$ cat config.mk
export PLATFORM = sky130hd
export DESIGN_NAME = pldc_cell
export DESIGN_NICKNAME = d
export VERILOG_FILES = /design/src/pldc_pkg.sv /design/src/pldc_cell.sv /design/src/pldc_fifo.sv
export SDC_FILE = /design/constraint.sdc
export NUM_CORES = 1
export LEC_CHECK = 0
export BUFFER_PORTS_ARGS = -buffer_cell sky130_fd_sc_hd__buf_2
export CAP_MARGIN = 40
export CORE_MARGIN = 8
export CORE_UTILIZATION = 23
export CTS_BUF_LIST = sky130_fd_sc_hd__clkbuf_2
export CTS_CLUSTER_SIZE = 30
export DETAILED_ROUTE_END_ITERATION = 7
export GPL_TIMING_DRIVEN = 0
export PLACE_DENSITY = 0.42
export SKIP_LAST_GASP = 1
export SYNTH_ARGS = -nofsm -noshare
export SYNTH_HDL_FRONTEND = slang
export SYNTH_SLANG_ARGS = --single-unit
export TNS_END_PERCENT = 50
$ cat constraint.sdc
create_clock -name mclk -period 9.4 [get_ports mclk]
set_clock_uncertainty 0.05 [all_clocks]
set_input_delay 1.88 -clock mclk [delete_from_list [all_inputs] [get_ports mclk]]
set_output_delay 1.88 -clock mclk [all_outputs]
set_load 0.02 [all_outputs]
$ cat src/pldc_pkg.sv
`default_nettype none
package pldc_pkg;
	localparam int PLDC_DW        = 8;
	localparam int PLDC_CFG_W     = 16;
	localparam int PLDC_CFG_N     = 8;
	localparam int PLDC_CFG_AW    = 3;
	localparam int PLDC_PLD_N     = 2;
	localparam int PLDC_PLD_IN    = 12;
	localparam int PLDC_PLD_PT    = 8;
	localparam int PLDC_PLD_OUT   = 4;
	localparam int PLDC_Q_N       = 2;
	localparam int PLDC_Q_DEPTH   = 4;
	localparam int PLDC_S_DEPTH   = 8;
	localparam int PLDC_AW        = 3;

	// register indices on the system bus port
	localparam logic [2:0] PLDC_ADDR_ACC0 = 3'h0;
	localparam logic [2:0] PLDC_ADDR_ACC1 = 3'h1;
	localparam logic [2:0] PLDC_ADDR_DAT0 = 3'h2;
	localparam logic [2:0] PLDC_ADDR_DAT1 = 3'h3;
	localparam logic [2:0] PLDC_ADDR_Q0   = 3'h4;
	localparam logic [2:0] PLDC_ADDR_Q1   = 3'h5;

	// configuration word fields
	localparam int PLDC_CF_OP_LO   = 0;
	localparam int PLDC_CF_OP_HI   = 2;
	localparam int PLDC_CF_SRCA    = 3;
	localparam int PLDC_CF_SRCB_LO = 4;
	localparam int PLDC_CF_SRCB_HI = 5;
	localparam int PLDC_CF_A0_LO   = 6;
	localparam int PLDC_CF_A0_HI   = 7;
	localparam int PLDC_CF_A1_LO   = 8;
	localparam int PLDC_CF_A1_HI   = 9;
	localparam int PLDC_CF_D0_LO   = 10;
	localparam int PLDC_CF_D0_HI   = 11;
	localparam int PLDC_CF_D1_LO   = 12;
	localparam int PLDC_CF_D1_HI   = 13;
	localparam int PLDC_CF_CAP     = 14;
	localparam int PLDC_CF_PUSH    = 15;

	// alu operations
	localparam logic [2:0] PLDC_OP_INC  = 3'h0;
	localparam logic [2:0] PLDC_OP_DEC  = 3'h1;
	localparam logic [2:0] PLDC_OP_ADD  = 3'h2;
	localparam logic [2:0] PLDC_OP_SUB  = 3'h3;
	localparam logic [2:0] PLDC_OP_AND  = 3'h4;
	localparam logic [2:0] PLDC_OP_OR   = 3'h5;
	localparam logic [2:0] PLDC_OP_XOR  = 3'h6;
	localparam logic [2:0] PLDC_OP_PASS = 3'h7;

	// load selects: hold, alu result, queue 0 head, queue 1 head
	localparam logic [1:0] PLDC_LD_HOLD = 2'h0;
	localparam logic [1:0] PLDC_LD_ALU  = 2'h1;
	localparam logic [1:0] PLDC_LD_Q0   = 2'h2;
	localparam logic [1:0] PLDC_LD_Q1   = 2'h3;

	// operand b selects and queue capture sources
	localparam logic [1:0] PLDC_B_DAT0  = 2'h0;
	localparam logic [1:0] PLDC_B_DAT1  = 2'h1;
	localparam logic [1:0] PLDC_B_ACC0  = 2'h2;
	localparam logic [1:0] PLDC_CAP_ACC0 = 2'h0;
	localparam logic [1:0] PLDC_CAP_ACC1 = 2'h1;

	localparam logic [7:0] PLDC_ZERO  = 8'h00;
	localparam logic [7:0] PLDC_ONES  = 8'hff;
	localparam logic [7:0] PLDC_MAXP  = 8'h7f;
	localparam logic [7:0] PLDC_MINN  = 8'h80;
	localparam logic [7:0] PLDC_ONE   = 8'h01;
endpackage
`default_nettype wire

$ cat src/pldc_cell.sv
`default_nettype none
// Summary of operation
// - each product-term array takes twelve routing inputs into eight product terms
// - a term ANDs one to twelve inputs, each true or inverted
// - each array output ORs a chosen set of the eight terms
// - all outputs share the same eight terms, same OR width
// - the cell holds two product-term arrays and one datapath
// - each array output is combinational or registered, by select
// - datapath does 8-bit alu work in one clock cycle
// - two accumulators, two data registers, two queues, bus readable and writable
// - accumulators feed alu, load from alu, feed compares
// - data registers feed alu and compares, never written by alu
// - each queue head can load either data register or accumulator
// - each queue can capture an accumulator or the alu result
// - each queue holds four bytes in first-in first-out order
// - queues are the main exchange between bus masters and datapath
// - two compares, two zero, two all-ones and overflow conditions out
// - operation picked each cycle from eight 16-bit configuration words
module pldc_cell
	import pldc_pkg::*;
(
	input  wire logic                    mclk,         // clock
	input  wire logic                    reset,        // sync reset
	input  wire logic                    ce,           // clock enable
	input  wire logic [1:0][11:0]        pld_in,       // array inputs
	input  wire logic [1:0][7:0][11:0]   pld_and_true, // true-polarity picks
	input  wire logic [1:0][7:0][11:0]   pld_and_comp, // inverted picks
	input  wire logic [1:0][3:0][7:0]    pld_or_sel,   // term picks per output
	input  wire logic [1:0][3:0]         pld_reg_sel,  // registered output select
	output logic      [1:0][3:0]         pld_out,      // array outputs
	input  wire logic                    cfg_we,       // config store write
	input  wire logic [2:0]              cfg_waddr,    // config write index
	input  wire logic [15:0]             cfg_wdata,    // config write word
	input  wire logic [2:0]              cfg_addr,     // per-cycle config select
	input  wire logic [1:0]              q_dir,        // 1: queue is output buffer
	input  wire logic [1:0][1:0]         q_cap_src,    // capture source per queue
	input  wire logic                    bus_wr,       // bus write strobe
	input  wire logic                    bus_rd,       // bus read strobe
	input  wire logic [2:0]              bus_addr,     // register index
	input  wire logic [7:0]              bus_wdata,    // write data
	output logic      [7:0]              bus_rdata,    // read data
	output logic                         bus_rvalid,   // read data valid
	output logic                         cond_cmp0,    // accumulator 0 equals data 0
	output logic                         cond_cmp1,    // accumulator 1 equals data 1
	output logic                         cond_zero0,   // accumulator 0 zero
	output logic                         cond_zero1,   // accumulator 1 zero
	output logic                         cond_ones0,   // accumulator 0 all ones
	output logic                         cond_ones1,   // accumulator 1 all ones
	output logic                         cond_ovf,     // last operation overflowed
	output logic                         dp_stall,     // datapath held this cycle
	output logic                         stream_valid, // result stream entry
	input  wire logic                    stream_ready, // result stream taken
	output logic      [7:0]              stream_data   // result stream byte
);
	logic [15:0]      cfg_store [PLDC_CFG_N];
	logic [15:0]      cfg_word;
	logic [7:0]       acc0, acc1, dat0, dat1, opa, opb, alu_res;
	logic [8:0]       alu_full;
	logic [2:0]       op;
	logic [1:0]       a0_sel, a1_sel, d0_sel, d1_sel;
	logic             cap, push, stall_q, go, s_in_ready;
	logic             wr_a0, wr_a1, wr_d0, wr_d1;
	logic [1:0]       use_q, q_in_valid, q_in_ready, q_out_valid, q_out_ready;
	logic [1:0][7:0]  q_in_data, q_head, cap_data, pt;
	logic [1:0][3:0]  pld_sum, pld_ff;

	function automatic logic [8:0] pldc_alu(input logic [2:0] f, input logic [7:0] a,
			input logic [7:0] b);
		logic [8:0] r;
		r = '0;
		case (f)
			PLDC_OP_INC:  r = {1'b0, a} + {1'b0, PLDC_ONE};
			PLDC_OP_DEC:  r = {1'b0, a} - {1'b0, PLDC_ONE};
			PLDC_OP_ADD:  r = {1'b0, a} + {1'b0, b};
			PLDC_OP_SUB:  r = {1'b0, a} - {1'b0, b};
			PLDC_OP_AND:  r = {1'b0, a & b};
			PLDC_OP_OR:   r = {1'b0, a | b};
			PLDC_OP_XOR:  r = {1'b0, a ^ b};
			default:      r = {1'b0, a};
		endcase
		return r;
	endfunction

	function automatic logic pldc_ovf(input logic [2:0] f, input logic [7:0] a,
			input logic [7:0] b, input logic [7:0] r);
		logic v;
		v = 1'b0;
		case (f)
			PLDC_OP_INC: v = (a == PLDC_MAXP);
			PLDC_OP_DEC: v = (a == PLDC_MINN);
			PLDC_OP_ADD: v = (a[7] == b[7]) && (r[7] != a[7]);
			PLDC_OP_SUB: v = (a[7] != b[7]) && (r[7] != a[7]);
			default:     v = 1'b0;
		endcase
		return v;
	endfunction

	// load mux shared by all four working registers
	function automatic logic [7:0] pldc_load(input logic [1:0] s, input logic [7:0] cur,
			input logic [7:0] alu, input logic [7:0] h0, input logic [7:0] h1);
		logic [7:0] v;
		v = cur;
		case (s)
			PLDC_LD_ALU: v = alu;
			PLDC_LD_Q0:  v = h0;
			PLDC_LD_Q1:  v = h1;
			default:     v = cur;
		endcase
		return v;
	endfunction

	function automatic logic [1:0] pldc_uses(input logic [1:0] s);
		return {s == PLDC_LD_Q1, s == PLDC_LD_Q0};
	endfunction

	for (genvar g = 0; g < PLDC_PLD_N; g++) begin : g_pld
		for (genvar t = 0; t < PLDC_PLD_PT; t++) begin : g_term
			assign pt[g][t] = ((pld_and_true[g][t] | pld_and_comp[g][t]) != '0) &&
				(&((~pld_and_true[g][t] | pld_in[g]) & (~pld_and_comp[g][t] | ~pld_in[g])));
		end
		for (genvar o = 0; o < PLDC_PLD_OUT; o++) begin : g_out
			assign pld_sum[g][o] = |(pt[g] & pld_or_sel[g][o]);
			assign pld_out[g][o] = pld_reg_sel[g][o] ? pld_ff[g][o] : pld_sum[g][o];
		end
		always_ff @(posedge mclk) begin
			if (reset) begin
				pld_ff[g] <= '0;
			end else if (ce) begin
				pld_ff[g] <= pld_sum[g];
			end
		end
	end

	always_ff @(posedge mclk) begin
		if (ce && cfg_we) begin
			cfg_store[cfg_waddr] <= cfg_wdata;
		end
	end
	assign cfg_word = cfg_store[cfg_addr];

	assign op     = cfg_word[PLDC_CF_OP_HI:PLDC_CF_OP_LO];
	assign a0_sel = cfg_word[PLDC_CF_A0_HI:PLDC_CF_A0_LO];
	assign a1_sel = cfg_word[PLDC_CF_A1_HI:PLDC_CF_A1_LO];
	assign d0_sel = (cfg_word[PLDC_CF_D0_HI:PLDC_CF_D0_LO] == PLDC_LD_ALU) ? PLDC_LD_HOLD :
		cfg_word[PLDC_CF_D0_HI:PLDC_CF_D0_LO];
	assign d1_sel = (cfg_word[PLDC_CF_D1_HI:PLDC_CF_D1_LO] == PLDC_LD_ALU) ? PLDC_LD_HOLD :
		cfg_word[PLDC_CF_D1_HI:PLDC_CF_D1_LO];
	assign cap    = cfg_word[PLDC_CF_CAP];
	assign push   = cfg_word[PLDC_CF_PUSH];

	assign opa = cfg_word[PLDC_CF_SRCA] ? acc1 : acc0;
	always_comb begin
		case (cfg_word[PLDC_CF_SRCB_HI:PLDC_CF_SRCB_LO])
			PLDC_B_DAT0: opb = dat0;
			PLDC_B_DAT1: opb = dat1;
			PLDC_B_ACC0: opb = acc0;
			default:     opb = acc1;
		endcase
	end
	assign alu_full = pldc_alu(op, opa, opb);
	assign alu_res  = alu_full[7:0];

	// only input-buffer queues are popped by loads; missing head or full sink holds datapath
	assign use_q   = (pldc_uses(a0_sel) | pldc_uses(a1_sel) | pldc_uses(d0_sel) |
		pldc_uses(d1_sel)) & ~q_dir;
	assign stall_q = (|(use_q & ~q_out_valid)) | (cap & (|(q_dir & ~q_in_ready)));
	assign go      = ce & ~stall_q & ~(push & ~s_in_ready);
	assign dp_stall = ce & ~go;

	assign wr_a0 = bus_wr && (bus_addr == PLDC_ADDR_ACC0);
	assign wr_a1 = bus_wr && (bus_addr == PLDC_ADDR_ACC1);
	assign wr_d0 = bus_wr && (bus_addr == PLDC_ADDR_DAT0);
	assign wr_d1 = bus_wr && (bus_addr == PLDC_ADDR_DAT1);

	always_ff @(posedge mclk) begin
		if (reset) begin
			acc0 <= '0;
		end else if (ce && wr_a0) begin
			acc0 <= bus_wdata;
		end else if (go) begin
			acc0 <= pldc_load(a0_sel, acc0, alu_res, q_head[0], q_head[1]);
		end
	end
	always_ff @(posedge mclk) begin
		if (reset) begin
			acc1 <= '0;
		end else if (ce && wr_a1) begin
			acc1 <= bus_wdata;
		end else if (go) begin
			acc1 <= pldc_load(a1_sel, acc1, alu_res, q_head[0], q_head[1]);
		end
	end
	always_ff @(posedge mclk) begin
		if (reset) begin
			dat0 <= '0;
			dat1 <= '0;
		end else if (ce) begin
			if (wr_d0) begin
				dat0 <= bus_wdata;
			end else if (go) begin
				dat0 <= pldc_load(d0_sel, dat0, alu_res, q_head[0], q_head[1]);
			end
			if (wr_d1) begin
				dat1 <= bus_wdata;
			end else if (go) begin
				dat1 <= pldc_load(d1_sel, dat1, alu_res, q_head[0], q_head[1]);
			end
		end
	end

	for (genvar q = 0; q < PLDC_Q_N; q++) begin : g_q
		assign cap_data[q] = (q_cap_src[q] == PLDC_CAP_ACC0) ? acc0 :
			(q_cap_src[q] == PLDC_CAP_ACC1) ? acc1 : alu_res;
		assign q_in_valid[q] = q_dir[q] ? (go & cap) :
			(bus_wr && (bus_addr == (PLDC_ADDR_Q0 + 3'(q))));
		assign q_in_data[q] = q_dir[q] ? cap_data[q] : bus_wdata;
		assign q_out_ready[q] = q_dir[q] ? (bus_rd && (bus_addr == (PLDC_ADDR_Q0 + 3'(q)))) :
			(go & use_q[q]);
		pldc_fifo #(.WIDTH(PLDC_DW), .DEPTH(PLDC_Q_DEPTH)) u_queue (
			.mclk      (mclk),
			.reset     (reset),
			.ce        (ce),
			.in_valid  (q_in_valid[q]),
			.in_ready  (q_in_ready[q]),
			.in_data   (q_in_data[q]),
			.out_valid (q_out_valid[q]),
			.out_ready (q_out_ready[q]),
			.out_data  (q_head[q])
		);
	end

	// result stream toward routing, back-pressure stalls datapath
	pldc_fifo #(.WIDTH(PLDC_DW), .DEPTH(PLDC_S_DEPTH)) u_stream (
		.mclk      (mclk),
		.reset     (reset),
		.ce        (ce),
		.in_valid  (go & push),
		.in_ready  (s_in_ready),
		.in_data   (alu_res),
		.out_valid (stream_valid),
		.out_ready (stream_ready),
		.out_data  (stream_data)
	);

	always_ff @(posedge mclk) begin
		if (reset) begin
			bus_rdata  <= '0;
			bus_rvalid <= 1'b0;
		end else if (ce) begin
			bus_rvalid <= bus_rd;
			if (bus_rd) begin
				if (bus_addr == PLDC_ADDR_ACC0) begin
					bus_rdata <= acc0;
				end else if (bus_addr == PLDC_ADDR_ACC1) begin
					bus_rdata <= acc1;
				end else if (bus_addr == PLDC_ADDR_DAT0) begin
					bus_rdata <= dat0;
				end else if (bus_addr == PLDC_ADDR_DAT1) begin
					bus_rdata <= dat1;
				end else if (bus_addr == PLDC_ADDR_Q0) begin
					bus_rdata <= q_out_valid[0] ? q_head[0] : PLDC_ZERO;
				end else if (bus_addr == PLDC_ADDR_Q1) begin
					bus_rdata <= q_out_valid[1] ? q_head[1] : PLDC_ZERO;
				end else begin
					bus_rdata <= PLDC_ZERO;
				end
			end
		end
	end

	always_ff @(posedge mclk) begin
		if (reset) begin
			{cond_cmp0, cond_cmp1, cond_zero0, cond_zero1} <= '0;
			{cond_ones0, cond_ones1, cond_ovf} <= '0;
		end else if (ce) begin
			cond_cmp0  <= (acc0 == dat0);
			cond_cmp1  <= (acc1 == dat1);
			cond_zero0 <= (acc0 == PLDC_ZERO);
			cond_zero1 <= (acc1 == PLDC_ZERO);
			cond_ones0 <= (acc0 == PLDC_ONES);
			cond_ones1 <= (acc1 == PLDC_ONES);
			if (go) begin
				cond_ovf <= pldc_ovf(op, opa, opb, alu_res);
			end
		end
	end
endmodule
`default_nettype wire

$ cat src/pldc_fifo.sv
`default_nettype none
module pldc_fifo #(
	parameter int WIDTH = 8,
	parameter int DEPTH = 8
) (
	input  wire logic             mclk,      // clock
	input  wire logic             reset,     // sync reset
	input  wire logic             ce,        // clock enable
	input  wire logic             in_valid,  // push request
	output logic                  in_ready,  // room available
	input  wire logic [WIDTH-1:0] in_data,   // push data
	output logic                  out_valid, // entry available
	input  wire logic             out_ready, // pop request
	output logic      [WIDTH-1:0] out_data   // head entry
);
	localparam int AW = $clog2(DEPTH);
	localparam logic [AW:0] CNT_FULL = (AW+1)'(DEPTH);
	localparam logic [AW-1:0] PTR_LAST = AW'(DEPTH - 1);

	logic [WIDTH-1:0] mem [DEPTH];
	logic [AW-1:0]    wr_ptr;
	logic [AW-1:0]    rd_ptr;
	logic [AW:0]      count;
	logic             do_push;
	logic             do_pop;

	assign in_ready  = (count != CNT_FULL);
	assign out_valid = (count != '0);
	assign out_data  = mem[rd_ptr];
	// full push and empty pop leave storage untouched
	assign do_push   = ce & in_valid & in_ready;
	assign do_pop    = ce & out_ready & out_valid;

	always_ff @(posedge mclk) begin
		if (do_push) begin
			mem[wr_ptr] <= in_data;
		end
	end

	always_ff @(posedge mclk) begin
		if (reset) begin
			wr_ptr <= '0;
			rd_ptr <= '0;
		end else begin
			if (do_push) begin
				wr_ptr <= (wr_ptr == PTR_LAST) ? '0 : wr_ptr + 1'b1;
			end
			if (do_pop) begin
				rd_ptr <= (rd_ptr == PTR_LAST) ? '0 : rd_ptr + 1'b1;
			end
		end
	end

	always_ff @(posedge mclk) begin
		if (reset) begin
			count <= '0;
		end else if (do_push & ~do_pop) begin
			count <= count + 1'b1;
		end else if (do_pop & ~do_push) begin
			count <= count - 1'b1;
		end
	end
endmodule
`default_nettype wire

# Word level (Yosys, flattened, before mapping)
# Memories as Yosys holds them, arrays and structs flattened. A register that Yosys moved wholly into a read port is not among the register bits.
# Index checks and enable logic that the tools add are counted.
[totals]
ff_bits = 80
ramBits = 256
output_inout_bits = 34
elab_cells = 415
n_memories = 4
[op_classes]
n_addsub = 16
eq_ne = 47
muxes = 70
bitwise_logic = 156
reduce_logical = 98
[memory_table]
columns = ["memory", "depth", "width", "rd", "rd_clocked_by_memory_dff", "wr", "line_no", "source"]
rows = [
  ["cfg_store", 8, 16, 1, 0, 1, "pldc_cell.sv:55", "logic [15:0] cfg_store [PLDC_CFG_N];"],
  ["u_stream.mem", 8, 8, 1, 1, 1, "pldc_fifo.sv:20", "logic [WIDTH-1:0] mem [DEPTH];"],
  ["g_q[0].u_queue.mem", 4, 8, 1, 1, 1, "pldc_fifo.sv:20", ""],
  ["g_q[1].u_queue.mem", 4, 8, 1, 1, 1, "pldc_fifo.sv:20", ""],
]
[op_table]
columns = ["operator", "count"]
rows = [
  ["bitwise OR 12 bit", 48],
  ["inverter 12 bit", 34],
  ["bitwise AND 12 bit", 16],
  ["AND reduction 12 bit", 16],
  ["nonzero test 12 bit", 16],
  ["2-to-1 mux 8 bit", 23],
  ["one-hot mux 8 bit (3 select lines)", 5],
  ["bitwise AND 8 bit", 9],
  ["OR reduction 8 bit", 8],
  ["one-hot mux 8 bit (7 select lines)", 1],
  ["logical AND 1 bit", 29],
  ["bitwise AND 1 bit", 27],
  ["equality test 2 bit (second input constant)", 13],
  ["equality test 8 bit (second input constant)", 3],
  ["2-to-1 mux 3 bit", 8],
  ["equality test 3 bit (second input constant)", 7],
  ["2-to-1 mux 1 bit", 20],
  ["2-to-1 mux 2 bit", 10],
  ["nonzero test 4 bit", 5],
  ["equality test 2 x 1 -> 1 bit (second input constant)", 9],
  ["equality test 8 bit", 2],
  ["zero test 8 bit", 2],
  ["nonzero test 2 bit", 7],
  ["adder 3 x 1 -> 3 bit (second input constant)", 4],
  ["other kinds (30)", 65],
]

# Longest topological paths before layout
# An unclocked memory read counts as a cell.
[logic_depth]
word_depth = 21
ltp_mapped = 22
depth_no_buf = 20

# Cells and area by module
# A second synthesis with hierarchy kept.
[hier_totals]
hier_cells = 1875
area_unflattened_um2 = 20910.1
[modules_own_cells]
columns = ["mod", "n_inst", "cells_per_inst", "area_each_um2", "seq_area_each_um2"]
rows = [
  ["pldc_cell", 1, 1523, 14450.1, 4964.8],
  ["pldc_fifo (g_q[0].u_queue ...)", 2, 92, 1659.1, 1141.1],
  ["pldc_fifo (u_stream)", 1, 168, 3141.8, 2182.1],
]

# Worst setup path after synthesis
# Ideal clock, no wire load.
[synth_timing]
path_kind = "input to register"
from = "input cfg_addr[2]"
to = "memory g_q[0].u_queue.mem[0][7], data pin"
setup_ns = 0.280
arrival_ns = 6.070
setup_slack_ns = 3.000
cell_stages = 20
path_cell_list = "buf_2 buf_2 buf_2 mux4_2 mux2i_1 clkbuf_1 buf_2 clkbuf_1 o21a_1 ha_1 nor2b_1 o21ai_0 a21boi_0 o21ai_0 a21boi_0 o21a_1 nor2_1 a31oi_1 a41oi_1 o21ai_1"
[synth_via]
elab_chain_len = 8
elab_cells_between_ends = 24
[synth_lines]
columns = ["item", "line_no", "source"]
rows = [
  ["start, declared", "pldc_cell.sv:34", "input wire logic [2:0] cfg_addr,"],
  ["memory (8 x 16 bit) (*)", "--", ""],
  ["equality test 2 bit, or another cell as far along", "pldc_cell.sv:153", "case (cfg_word[PLDC_CF_SRCB_HI:PLDC_CF_SRCB_LO])"],
  ["one-hot mux 8 bit (3 select lines)", "pldc_cell.sv:153", ""],
  ["subtractor 8 bit, or another cell as far along", "pldc_cell.sv:75", "PLDC_OP_SUB: r = {1'b0, a} - {1'b0, b};"],
  ["one-hot mux 8 bit (7 select lines) (*)", "pldc_cell.sv:71", "case (f)"],
  ["2-to-1 mux 8 bit (*)", "pldc_cell.sv:213", "(q_cap_src[q] == PLDC_CAP_ACC1) ? acc1 : alu_res;"],
  ["2-to-1 mux 8 bit (*)", "pldc_cell.sv:212", "assign cap_data[q] = (q_cap_src[q] == PLDC_CAP_ACC0) ? acc0 :"],
  ["2-to-1 mux 8 bit (*)", "pldc_cell.sv:216", "assign q_in_data[q] = q_dir[q] ? cap_data[q] : bus_wdata;"],
  ["net g_q[0].u_queue.in_data[7]", "pldc_fifo.sv:11", "input wire logic [WIDTH-1:0] in_data,"],
  ["end, declared", "pldc_fifo.sv:20", ""],
]
# The timed path passes the listed nets; every way through them passes the cells marked *.

# Worst setup path after layout
[layout_timing]
from = "input cfg_addr[2]"
to = "memory g_q[1].u_queue.mem[2][7], data pin"
[layout_via]
elab_chain_len = 8
elab_cells_between_ends = 24
[layout_lines]
columns = ["item", "line_no"]
rows = [
  ["memory (8 x 16 bit) (*)", "--"],
  ["equality test 2 bit, or another cell as far along", "pldc_cell.sv:153"],
  ["one-hot mux 8 bit (3 select lines)", "pldc_cell.sv:153"],
  ["subtractor 8 bit, or another cell as far along", "pldc_cell.sv:75"],
  ["one-hot mux 8 bit (7 select lines) (*)", "pldc_cell.sv:71"],
  ["2-to-1 mux 8 bit (*)", "pldc_cell.sv:213"],
  ["2-to-1 mux 8 bit (*)", "pldc_cell.sv:212"],
  ["2-to-1 mux 8 bit (*)", "pldc_cell.sv:216"],
  ["net g_q[1].u_queue.in_data[7]", "pldc_fifo.sv:11"],
  ["end, declared", "pldc_fifo.sv:20"],
]
# Marked as above.

==> impl_metrics.tcl <==
set metrics [dict create \
    status "completed" \
    yosysMostFrequentCell "mux2i_1" \
    row_count 110 \
    setup_viol 0 \
    dp_cells 3616 \
    netlist_area_sq_mm 0.0207 \
    holdWs_ns 0.429 \
    synth_flop_cell "edfxtp_1" \
    clk_path_buf_depth 3 \
    grt_max_degree 16 \
    drv_slew 0 \
    start_util 0.231 \
    async_reset_ff_frac 0 \
    grt_pass1_wl_um 149000 \
    largest_reg_flops 128 \
    rsz0062_at_grt "false" \
    path_class "in2reg" \
    critPathMaxStageDelay_ns 0.49 \
    ys_top_cells_by_count "mux2i_1, edfxtp_1, nor2_1, nor4_1, nand2_1" \
    fin_cells 3806 \
    fillerInstances 9473 \
    yosysSeqAreaShare 0.456 \
    track_usage 0.207 \
    tns_ns 0 \
    via_per_inst 5.12 \
    vias 19483 \
    drt_wl_total_um 108000 \
    worstPathCellList "buf_2 -> buf_2 -> buf_2 -> mux4_2 -> mux2i_1 -> clkbuf_1 -> buf_2 -> clkbuf_1 -> o21a_1 -> ha_1 -> nor2b_1 -> o21ai_0 -> a21boi_0 -> o21ai_0 -> a21boi_0 -> o21a_1 -> nor2_1 -> a31oi_1 -> a41oi_1 -> o21ai_1" \
    drtPass1Iterations 6 \
    yosysUniqueCellTypes 78 \
    regMostFlops "cfg_store" \
    end_kind "flop" \
    static-leakage-power_nw 10.5 \
    io_pins 560 \
    combPwrFrac 0.300 \
    yosysWarnings 0 \
    ir_drop_mv 0.0813 \
    dieArea_sq_mm 0.0998 \
    syn_inst 1850 \
    overflow 0 \
    die_w_um 316 \
    cap_violations 0 \
    min_period_ns 7.10 \
    top_regs "cfg_store (128), g_q.u_queue.mem (64), u_stream.mem (64)" \
    drtIter0Drc 1467 \
    grt_pass1_vias 19745 \
    crit_path_start_kind "primary input" \
    fmax_mhz 141 \
    syn2layout_area_growth_pct 27.9 \
    htree_levels 3 \
    syn_avg_cell_area_sq_um 11.2 \
    fin_ws_ns 2.30 \
    max_slew_margin 0.383 \
    tritoncts "done" \
    cts_root_buf "clkbuf_2" \
    p_per_area_mw_per_mm2 152 \
    place_hpwl_um 88800 \
    post_cts_buffers 0 \
    clk_pin_slew_ns 0.09 \
    clock_sinks 343 \
    final.period_utilization 0.755 \
    antenna_found_initial 38 \
    synth_edf_count 256 \
    remaining_drc_errors 0 \
    p_switching_w 0.00145 \
    cp_slowest_cell "clkbuf_1" \
    cts-resized-gates 0 \
    postCtsHoldBufs 0 \
    tightest_slew_ns 0.900 \
    synth_seq_cells 343 \
    clk_latency_ns 1.11 \
    min_path_type "reg2reg" \
    p_clk_frac 0.262 \
    internal-power_w 0.00257 \
    pre_cts_ws_ns 1.23 \
    finalHoldViolCount 0 \
    synthTopCellsByArea "edfxtp_1, mux2i_1, dfxtp_1, mux4_2, nor4_1" \
    layout-drive-gt1-share 0.346 \
    core_sq_mm 0.0896 \
    synth_top_area_cell "edfxtp_1" \
    critPathArrivalTime_ns 7.79 \
    gp_congestion 0.967 \
    wl_per_cell_um 28.3 \
    portBuffers 529 \
    ant_nets 0 \
    die_y_um 316 \
    syn_nets 2418 \
    switching_share 0.361 \
    synth_top_area_frac 0.372 \
    cts_buffers 94 \
    crit_top_cell "buf_2" \
    fin_nets 3105 \
    crit_fanout 10 \
    pwr-share-seq 0.437 \
    required_ns 10.09 \
]
-- through the flow --
stage	util	power [W]	cell area, sq um
global placement	0.277	0.00295	24800
detailed placement	0.285	0.00299	25500
floorplan	-	0.00245	20700
finish	0.295	0.00402	26400
global route	0.295	0.00423	26400
CTS	0.295	0.00407	26400
-- critical path: cells and delay by family --
kind | cells | cell delay, ns
adder cells (fa/ha/maj) | 1 | 0.23
AND/OR/NAND/NOR | 2 | 0.46
AO/OA/AOI/OAI | 9 | 2.21
multiplexers | 2 | 0.60
buffers and inverters | 6 | 2.38
-- path summary, 6_finish.rpt --
check,startpoint,endpoint,slack (ns),cells after the start
worst max-delay path,cfg_addr[2],g_q[1].u_queue.mem[2][7]$_DFFE_PP_,2.30,20
worst min-delay path,cond_zero0$_SDFFE_PP0P_,cond_zero0$_SDFFE_PP0P_,0.43,2
worst max register to register,cfg_store[5][2]$_DFFE_PP_,g_q[1].u_queue.mem[2][7]$_DFFE_PP_,3.60,17
worst min register to register,cond_zero0$_SDFFE_PP0P_,cond_zero0$_SDFFE_PP0P_,0.43,2
-- kinds of logic after synthesis --
family                     share of synthesized area
AOI/OAI and AO/OA                              0.104
muxes                                          0.222
xor gates and xnor gates                      0.0114
buffers and inverters                         0.0319
adders and majority gates                     0.0269
and+or+nand+nor                                0.148
DFF                                            0.456
-- power by group through the flow --
stage	logic (W)	registers, W	clock network [W]
after global routing	0.00129	0.00176	0.00118
after detailed placement	0.00120	0.00179	0
final	0.00121	0.00176	0.00105
after global placement	0.00116	0.00179	0
after floorplan	0.000667	0.00178	0
after CTS	0.00120	0.00176	0.00111
-- final cells by class --
type | count | area, sq um | share of cell area
multi-input cells | 1352 | 10700 | 0.404
flip-flops and latches | 343 | 9430 | 0.357
repair buffers | 591 | 3300 | 0.125
well taps | 1176 | 1470 | 0.0556
clock buffers | 135 | 676 | 0.0255
plain buffers | 110 | 490 | 0.0185
inverters | 45 | 169 | 0.00639
clock inverters | 34 | 165 | 0.00624
diodes | 20 | 50.0 | 0.00189
-- placed cells by master, fill, tap and decap left out, types with 20 or more instances in the layout --
cell type and instances:
mux2_2 31, dfxtp_1 87, nor4_1 120, diode_2 20, inv_1 37, xor2_1 23, buf_6 25, mux4_2 66
edfxtp_1 256, nor2_1 151, a22oi_1 37, clkbuf_2 135, mux2i_1 264, buf_2 548, nor3_1 20, buf_4 25
nor2b_1 32, clkbuf_1 75, clkinv_1 27, ha_1 38, o21ai_0 43, nand2_1 100, a211oi_1 47, a21oi_1 93
nand4_1 80
-- routing by layer --
layer  GRT usage  wire, um  vias up
met5           0       198        -
met3      0.0608      8810      207
met2       0.357     52600      923
li1            -         -     8738
met4      0.0717      3620       30
met1       0.243     42600     9585
Power figures use the tool's default switching activity.
